`config.mk`:
```
export PLATFORM = sky130hd
export DESIGN_NAME = parc_top
export DESIGN_NICKNAME = d
export VERILOG_FILES = /design/src/logic/parc_pkg.sv /design/src/logic/parc_top.sv /design/src/logic/parc_spi.sv /design/src/logic/parc_addr.sv
export VERILOG_INCLUDE_DIRS = /design/src /design/src/logic
export SDC_FILE = /design/constraint.sdc
export NUM_CORES = 1
export LEC_CHECK = 0
export ABC_AREA = 1
export BUFFER_PORTS_ARGS = -buffer_cell sky130_fd_sc_hd__buf_2
export CORE_ASPECT_RATIO = 1.2
export CORE_MARGIN = 5
export CORE_UTILIZATION = 60
export DETAILED_ROUTE_END_ITERATION = 8
export PLACE_DENSITY = 0.83
export SLEW_MARGIN = 15
export SYNTH_ARGS = -nofsm -noshare
export SYNTH_HDL_FRONTEND = slang
export SYNTH_SLANG_ARGS = --single-unit
```
`constraint.sdc`:
```
create_clock -name mclk -period 2.7 [get_ports mclk]
set_input_delay 0.81 -clock mclk [delete_from_list [all_inputs] [get_ports mclk]]
set_output_delay 0.81 -clock mclk [all_outputs]
set_load 0.005 [all_outputs]
```
`src/logic/parc_defs.svh`:
```
`ifndef PARC_DEFS_SVH
`define PARC_DEFS_SVH

// Array geometry in pairs of pixels per line and lines per frame
`define PARC_COL_W 10
`define PARC_ROW_W 11
`define PARC_LAST_COL 10'h3FF
`define PARC_LAST_ROW 11'h7FF
// Configuration word layout
`define PARC_CFG_W 24
`define PARC_CFG_ROW_LSB 0
`define PARC_CFG_ROW_W 10
`define PARC_CFG_COL_LSB 10
`define PARC_CFG_COL_W 10
`define PARC_CFG_RST 24'h000000
// Pixel clock and pixel rate, two pixels per cycle
`define PARC_PIXCLK_MHZ 33
`define PARC_PIX_PER_CLK 2
`define PARC_PIXRATE_MHZ (`PARC_PIXCLK_MHZ * `PARC_PIX_PER_CLK)

`endif

```
`src/logic/parc_pkg.sv`:
```
package parc_pkg;
    // Level selection for the pixel reset driver
    typedef enum logic [2:0] {
        PARC_RST_OFF = 3'h1,
        PARC_RST_DS = 3'h2,
        PARC_RST_FULL = 3'h4
    } parc_rst_lvl_type;

    // Pixel array control pulses, in their documented polarity
    typedef struct packed {
        logic reset_pulse;
        logic dual_slope_reset;
        logic precharge_n;
        logic sample_n;
        logic memory_boost_ctrl;
    } parc_pix_ctrl_type;

    // Internal pixel array drive, all active high
    typedef struct packed {
        parc_rst_lvl_type rst_lvl;
        logic precharge_load;
        logic sample_store;
        logic vmem_high;
        logic integrating;
    } parc_pix_drv_type;

    // Column readout controls
    typedef struct packed {
        logic column_hold_ctrl_n;
        logic col_precharge_n;
        logic row_deselect;
        logic volt_avg;
    } parc_col_ctrl_type;
endpackage : parc_pkg

```
`src/logic/parc_top.sv`:
```
`timescale 1ns/1ps
`include "parc_defs.svh"

module parc_top
(
    // Clock and reset
    input wire logic mclk,
    input wire logic resetn,
    // Pixel array and column control levels
    input parc_pkg::parc_pix_ctrl_type pix_ctrl,
    input parc_pkg::parc_col_ctrl_type col_ctrl,
    // Readout syncs and step clocks
    input wire logic frame_sync,
    input wire logic row_clk,
    input wire logic line_sync,
    input wire logic pix_clk,
    // Serial configuration port
    input wire logic spi_data,
    input wire logic spi_clk,
    input wire logic spi_latch,
    // Pixel array drive
    output parc_pkg::parc_pix_drv_type pix_drv,
    // Readout position and pixel pairs
    output logic [`PARC_ROW_W-1:0] row_sel,
    output logic [`PARC_COL_W-1:0] col_pair,
    output logic [`PARC_PIX_PER_CLK-1:0] pix_valid,
    // Column controls, active high
    output logic avg_active,
    output logic col_hold,
    output logic col_precharge,
    output logic row_deselect,
    // End-of-scan flags and serial results
    output logic end_of_line,
    output logic end_of_frame,
    output logic spi_echo,
    output logic [`PARC_CFG_W-1:0] cfg_out
);
    // Serial chain results
    logic [`PARC_CFG_W-1:0] cfg;
    logic echo;

    // Scanner links
    logic [`PARC_ROW_W-1:0] row_addr, row_start;
    logic [`PARC_COL_W-1:0] col_addr, col_start;
    logic row_win, col_win, row_eos, col_eos;
    logic line_clk;

    // Pixel drive state
    parc_pkg::parc_pix_drv_type drv_reg, drv_next;
    logic rstp_reg, rstp_next;

    // Scan state
    logic [`PARC_ROW_W-1:0] row_reg, row_next;
    logic [`PARC_COL_W-1:0] col_reg, col_next;
    logic [`PARC_PIX_PER_CLK-1:0] val_reg, val_next;
    logic pclk_reg, pclk_next;
    logic eol_reg, eol_next;
    logic eof_reg, eof_next;

    // Column control state
    logic avg_reg, avg_next;
    logic hold_reg, hold_next;
    logic cpre_reg, cpre_next;
    logic desel_reg, desel_next;

    // Serial result state
    logic echo_reg, echo_next;
    logic [`PARC_CFG_W-1:0] cfgo_reg, cfgo_next;

    // Pick the reset level from the two reset pulses
    function automatic parc_pkg::parc_rst_lvl_type rst_level(input logic full, input logic ds);
        if (full)
            return parc_pkg::PARC_RST_FULL;
        else if (ds)
            return parc_pkg::PARC_RST_DS;
        else
            return parc_pkg::PARC_RST_OFF;
    endfunction : rst_level

    // Configuration chain
    parc_spi u_spi
    (
        .mclk(mclk),
        .resetn(resetn),
        .spi_data(spi_data),
        .spi_clk(spi_clk),
        .spi_latch(spi_latch),
        .cfg(cfg),
        .echo(echo)
    );

    // Row start from configuration, doubled
    assign row_start = {cfg[`PARC_CFG_ROW_LSB +: `PARC_CFG_ROW_W], 1'b0};
    assign col_start = cfg[`PARC_CFG_COL_LSB +: `PARC_CFG_COL_W];
    assign line_clk = pix_clk;

    // Row scanner
    parc_addr #(.W(`PARC_ROW_W), .LAST(`PARC_LAST_ROW)) u_row
    (
        .mclk(mclk),
        .resetn(resetn),
        .sync(frame_sync),
        .step_clk(row_clk),
        .start(row_start),
        .addr(row_addr),
        .windowed(row_win),
        .eos(row_eos)
    );

    // Column scanner, one step per pixel pair
    parc_addr #(.W(`PARC_COL_W), .LAST(`PARC_LAST_COL)) u_col
    (
        .mclk(mclk),
        .resetn(resetn),
        .sync(line_sync),
        .step_clk(line_clk),
        .start(col_start),
        .addr(col_addr),
        .windowed(col_win),
        .eos(col_eos)
    );

    // Rising edge of a pin against its registered copy
    function automatic logic rise(input logic now, input logic prev);
        return now && !prev;
    endfunction : rise

    // Falling edge, the release of a pulse
    function automatic logic fall(input logic now, input logic prev);
        return !now && prev;
    endfunction : fall

    // Pixel drive next values
    always_comb
    begin
        rstp_next = pix_ctrl.reset_pulse;
        // Reset level from the two reset pulses
        drv_next.rst_lvl = rst_level(pix_ctrl.reset_pulse, pix_ctrl.dual_slope_reset);
        // Level copies of the store and boost pulses
        drv_next.precharge_load = !pix_ctrl.precharge_n;
        drv_next.sample_store = !pix_ctrl.sample_n;
        drv_next.vmem_high = pix_ctrl.memory_boost_ctrl;
        // Reset holds the diodes; its release opens integration
        drv_next.integrating = drv_reg.integrating;
        if (pix_ctrl.reset_pulse)
            drv_next.integrating = 1'b0;
        else if (fall(pix_ctrl.reset_pulse, rstp_reg))
            drv_next.integrating = 1'b1;
    end

    // Pixel drive registers
    always_ff @(posedge mclk or negedge resetn)
    begin
        if (!resetn)
        begin
            drv_reg <= '{parc_pkg::PARC_RST_OFF, 1'b0, 1'b0, 1'b0, 1'b0};
            rstp_reg <= 1'b0;
        end
        else
        begin
            drv_reg <= drv_next;
            rstp_reg <= rstp_next;
        end
    end

    // Scan position, pixel pairs and end flags
    always_comb
    begin
        // Pixel clock copy for edge detection
        pclk_next = pix_clk;
        // Addresses shown one cycle behind the scanners
        row_next = row_addr;
        col_next = col_addr;
        // Two pixels leave on each pixel clock rise while line sync is low
        if (rise(pix_clk, pclk_reg) && !line_sync)
            val_next = {`PARC_PIX_PER_CLK{1'b1}};
        else
            val_next = '0;
        // End flags only for scans that were not windows
        eol_next = col_eos && !col_win;
        eof_next = row_eos && !row_win;
    end

    // Scan registers
    always_ff @(posedge mclk or negedge resetn)
    begin
        if (!resetn)
        begin
            row_reg <= '0;
            col_reg <= '0;
            val_reg <= '0;
            pclk_reg <= 1'b0;
            eol_reg <= 1'b0;
            eof_reg <= 1'b0;
        end
        else
        begin
            row_reg <= row_next;
            col_reg <= col_next;
            val_reg <= val_next;
            pclk_reg <= pclk_next;
            eol_reg <= eol_next;
            eof_reg <= eof_next;
        end
    end

    // Column readout controls, turned active high
    always_comb
    begin
        // Hold and precharge arrive active low
        hold_next = !col_ctrl.column_hold_ctrl_n;
        cpre_next = !col_ctrl.col_precharge_n;
        // Row deselect and averaging are already active high
        desel_next = col_ctrl.row_deselect;
        avg_next = col_ctrl.volt_avg;
    end

    // Column control registers
    always_ff @(posedge mclk or negedge resetn)
    begin
        if (!resetn)
        begin
            avg_reg <= 1'b0;
            hold_reg <= 1'b0;
            cpre_reg <= 1'b0;
            desel_reg <= 1'b0;
        end
        else
        begin
            avg_reg <= avg_next;
            hold_reg <= hold_next;
            cpre_reg <= cpre_next;
            desel_reg <= desel_next;
        end
    end

    // Serial echo and configuration copies
    always_comb
    begin
        // Chain tail and latched word, one cycle behind the chain
        echo_next = echo;
        cfgo_next = cfg;
    end

    // Serial result registers
    always_ff @(posedge mclk or negedge resetn)
    begin
        if (!resetn)
        begin
            echo_reg <= 1'b0;
            cfgo_reg <= `PARC_CFG_RST;
        end
        else
        begin
            echo_reg <= echo_next;
            cfgo_reg <= cfgo_next;
        end
    end

    // Pixel array drive output
    assign pix_drv = drv_reg;

    // Readout position, pixel pairs and end flags
    assign row_sel = row_reg;
    assign col_pair = col_reg;
    assign pix_valid = val_reg;
    assign end_of_line = eol_reg;
    assign end_of_frame = eof_reg;

    // Column control outputs
    assign avg_active = avg_reg;
    assign col_hold = hold_reg;
    assign col_precharge = cpre_reg;
    assign row_deselect = desel_reg;

    // Serial outputs
    assign spi_echo = echo_reg;
    assign cfg_out = cfgo_reg;
endmodule : parc_top

```
`src/logic/parc_spi.sv`:
```
`timescale 1ns/1ps
`include "parc_defs.svh"

// Serial configuration shift chain with parallel latch
module parc_spi
(
    input wire logic mclk,
    input wire logic resetn,
    input wire logic spi_data,
    input wire logic spi_clk,
    input wire logic spi_latch,
    output logic [`PARC_CFG_W-1:0] cfg,
    output logic echo
);
    logic [`PARC_CFG_W-1:0] shift_reg, shift_next;
    logic [`PARC_CFG_W-1:0] cfg_reg, cfg_next;
    logic sclk_reg, sclk_next;
    logic latch_reg, latch_next;

    // Shift on serial clock rise, latch on load rise
    always_comb
    begin
        sclk_next = spi_clk;
        latch_next = spi_latch;
        shift_next = shift_reg;
        cfg_next = cfg_reg;
        if (spi_clk && !sclk_reg)
            shift_next = {shift_reg[`PARC_CFG_W-2:0], spi_data};
        if (spi_latch && !latch_reg)
            cfg_next = shift_reg;
    end

    // State registers
    always_ff @(posedge mclk or negedge resetn)
    begin
        if (!resetn)
        begin
            shift_reg <= `PARC_CFG_RST;
            cfg_reg <= `PARC_CFG_RST;
            sclk_reg <= 1'b0;
            latch_reg <= 1'b0;
        end
        else
        begin
            shift_reg <= shift_next;
            cfg_reg <= cfg_next;
            sclk_reg <= sclk_next;
            latch_reg <= latch_next;
        end
    end

    assign cfg = cfg_reg;
    assign echo = shift_reg[`PARC_CFG_W-1]; // Chain tail
endmodule : parc_spi

```
`src/logic/parc_addr.sv`:
```
`timescale 1ns/1ps
`include "parc_defs.svh"

// Address counter with sync reload, clock step and end-of-scan flag
module parc_addr
#(
    parameter int W = 10,
    parameter logic [W-1:0] LAST = '1
)
(
    input wire logic mclk,
    input wire logic resetn,
    input wire logic sync,
    input wire logic step_clk,
    input wire logic [W-1:0] start,
    output logic [W-1:0] addr,
    output logic windowed,
    output logic eos
);
    logic [W-1:0] addr_reg, addr_next;
    logic clk_reg, clk_next;
    logic win_reg, win_next;
    logic eos_reg, eos_next;
    logic sync_reg, sync_next;

    // Sync dominates; step on rising edge of step clock
    always_comb
    begin
        clk_next = step_clk;
        sync_next = sync;
        addr_next = addr_reg;
        win_next = win_reg;
        eos_next = 1'b0;
        if (sync)
        begin
            addr_next = start;
            // Judged on the first sync cycle only, as sync spans a step clock edge;
            // a nonzero start or a sync that cuts a scan short marks a window
            if (!sync_reg)
                win_next = (start != '0) || (addr_reg != LAST && addr_reg != '0);
        end
        else if (step_clk && !clk_reg)
        begin
            if (addr_reg == LAST)
                eos_next = !win_reg;
            else
                addr_next = addr_reg + 1'b1;
        end
    end

    // State registers
    always_ff @(posedge mclk or negedge resetn)
    begin
        if (!resetn)
        begin
            addr_reg <= '0;
            clk_reg <= 1'b0;
            win_reg <= 1'b0;
            eos_reg <= 1'b0;
            sync_reg <= 1'b0;
        end
        else
        begin
            addr_reg <= addr_next;
            clk_reg <= clk_next;
            win_reg <= win_next;
            eos_reg <= eos_next;
            sync_reg <= sync_next;
        end
    end

    assign addr = addr_reg;
    assign windowed = win_reg;
    assign eos = eos_reg;
endmodule : parc_addr

```
==> reports/metrics.csv <==
stage;metric;value;unit
power_and_ir_drop;intPower;4125;uW
floorplan;coreArea;8564;um2
global_route;grt_usage;23.42;%
power_and_ir_drop;power_frac_comb;11.5;%
cts;tritoncts;done;
critical_path;critPathCaptureType;output port;
sta;hold_slack;218.6;ps
synthesis;synth_cells;540;
placement;dp_cells;727;
power_and_ir_drop;power_switching;1511;uW
critical_path;worstSetupPathType;reg2out;
power_and_ir_drop;sw_frac_of_total;26.82;%
finish;nNetsFinal;651;
power_and_ir_drop;clockPowerShare;42.4;%
cts;cts_sinks;139;
synthesis;netlist.area_leader.share;65.53;%
critical_path;max_stage_delay;520;ps
cts;ctsResizeCount;0;
synthesis;ys_warn_count;0;
global_route;grt_pass1_vias;4095;
detailed_routing;drt-vias-per-instance;5.311;
synthesis;avgSynthCellArea;9.759;um2
detailed_routing;drtPass1Iterations;5;
synthesis;synth_top_area_cell;dfrtp_1;
placement;numPortBuffers;78;
finish;area_growth_syn_to_layout;21.84;%
synthesis;synthesis.area;5270;um2
synthesis;ys_ff_latch;139;
run;drv_cap;0;
detailed_routing;wl_per_cell;14.91;um
global_route;grt_pass1_wl;19.35;mm
sta;report.final.slew_viol_count;0;
sta;fmaxAchievable;511.5;MHz
detailed_routing;antenna_left;0;
critical_path;worstPathMaxFanout;1;
synthesis;synth_edf_count;0;
cts;cts_hold_buf;0;
detailed_routing;num_vias;4031;
critical_path;worstPathCellList;buf_2;
critical_path;cpMaxStageDelayCell;dfstp_2;
critical_path;crit_family;flip-flops;
cts;cts.htree.levels;4;
critical_path;crit_buf_inv;1;
detailed_routing;wl;11.32;mm
sta;hold_viol;0;
power_and_ir_drop;vdd_drop_max;0.0005425;V
sta;slew_headroom;69.15;%
global_route;antenna_found_initial;0;
synthesis;ys_seq_area_share;66.03;%
power_and_ir_drop;seq_power_share;46.1;%
sta;period_share;72.41;%
sta;rsz0062_at_grt;no;
global_route;grt_max_degree;54;
sta;finalCriticalPeriod;1955;ps
synthesis;netlist_top_cells_count;nand2_1 (153), dfrtp_1 (138), inv_1 (61);
synthesis;ys_top_cells_by_area;dfrtp_1 (66%), nand2_1 (11%), o21ai_0 (5.1%);
floorplan;die_area;10770;um2
floorplan;start_util;61.53;%
power_and_ir_drop;p_leak;0.003319;uW
critical_path;crit_cells;1;
placement;place.gp.congestion;0.8578;
critical_path;arrival;1150;ps
floorplan;fp.dieH;112.7;um
critical_path;r2r_start;u_row.addr[0];
floorplan;row_count;37;
cts;clk_latency;530;ps
placement;dp_hpwl;7.355;mm
synthesis;synthesis.nets;562;
global_route;grt_overflow;0;
floorplan;die_w;95.56;um
finish;drive_above_1_share;20.72;%
critical_path;cp_data_required_time;1890;ps
power_and_ir_drop;cellPowerDensity;877.7;nW/um2
finish;antenna_cells;0;
sta;clock_skew;10.30;ps
cts;clk_path_buf_depth;2;
cts;clk_pin_slew_worst_paths;60;ps
cts;cts_setup_buffers;0;
detailed_routing;drtIter0Drc;326;
sta;setup_viol;0;
critical_path;r2r_setup_slack;1030;ps
finish;fillers;541;
critical_path;r2r-end;u_row.addr[5];
detailed_routing;drc;0;
floorplan;io_pins;79;
critical_path;worst_setup_path_start_kind;flop;
synthesis;yosysMostFrequentCell;nand2_1;
finish;final_cells;759;
cts;root_buffer;clkbuf_8;
outcome;status;completed;
cts;cts_buffers;17;
synthesis;ys_async_sr_fraction;100.0;%
hold_path;hp-class;in2async;
synthesis;synth_cell_types;28;
critical_path;r2r_cells;8;
sta;worst_pin_slew;462.8;ps
synthesis;ys.flop_type;dfrtp_1;
sta;fin_setup_tns;0;ps
## layout make-up
class	count	area, um2	share of cell area (%)
flip-flops and latches	139	3480	54.19
multi-input cells	323	1488	23.17
repair buffers	84	454.2	7.073
clock buffers	18	417.9	6.508
inverters	64	240.2	3.741
clock inverters	14	195.2	3.040
well taps	117	146.4	2.280
## worst max path at each step
| stage | slack, ps | from | to |
|---|---|---|---|
| global placement | 880 | line_sync | u_col.addr[1] |
| finish | 740 | pix_drv[4] | pix_drv[4] |
| global route | 700 | pix_drv[4] | pix_drv[4] |
| CTS | 720 | pix_drv[4] | pix_drv[4] |
| floorplan | 1140 | row_clk | u_row.addr[9] |
| detailed placement | 790 | line_sync | u_col.addr[4] |
## worst register-to-register path, delay by kind of cell, from the launching register on
family          cells  cell delay [ps]
compound gates      1               80
fa+ha+maj           1              280
flops               1              480
simple gates        6              720
## stage by stage
stage	cell area [um2]	power [uW]	setup WS [ps]	utilization [%]
after CTS	6421	5665	718.6	74.97
after detailed placement	5808	3253	794.9	67.82
after global routing	6421	5894	704.6	74.97
after floorplan	5270	2921	1140	-
after global placement	5808	3206	881.9	67.82
final	6421	5636	744.8	74.97
## power groups by stage
stage / Combinational, uW / Clock [uW] / Sequential (uW)
floorplan: 344 / 0 / 2580
global placement: 599 / 0 / 2610
detailed placement: 630 / 0 / 2620
CTS: 651 / 2420 / 2590
global route: 742 / 2520 / 2630
finish: 646 / 2390 / 2600
## kinds of logic after synthesis
kind of cell | synth area share [%]
muxes | 0.2137
DFF | 66.03
xor gates and xnor gates | 0.6647
adders and majority gates | 0.9497
and+or+nand+nor | 19.68
buffers and inverters | 5.745
AOI/OAI and AO/OA | 6.719
## metal layers
metal  wire, um  vias to the layer above  global-route usage, %
li1           -                     1870                      -
met1       4365                     1947                  28.44
met2       5830                      185                  38.87
met3        844                       29                  6.769
met4        278                        0                  9.583
met5          0                        -                      0
## layout by cell type, fill, tap and decap left out
cell and instances:
a21oi_1 6, a21oi_4 1, buf_12 1, buf_2 77, buf_4 5, buf_6 1, bufinv_16 4, clkbuf_1 1
clkbuf_16 16, clkbuf_8 1, clkinv_2 2, clkinv_4 2, clkinvlp_4 4, dfrtp_1 138, dfstp_2 1, ha_1 4
inv_1 61, inv_2 3, inv_6 2, mux2_2 1, nand2_1 153, nand2_2 4, nand3_1 25, nand3_2 3
nand3_4 1, nand4_1 6, nor2_1 48, nor2_2 2, nor2_4 1, nor3_1 1, nor4_1 1, nor4_2 1
o211ai_1 1, o21ai_0 54, o21ai_1 6, xor2_1 4
(Power assumes the default switching activity.)
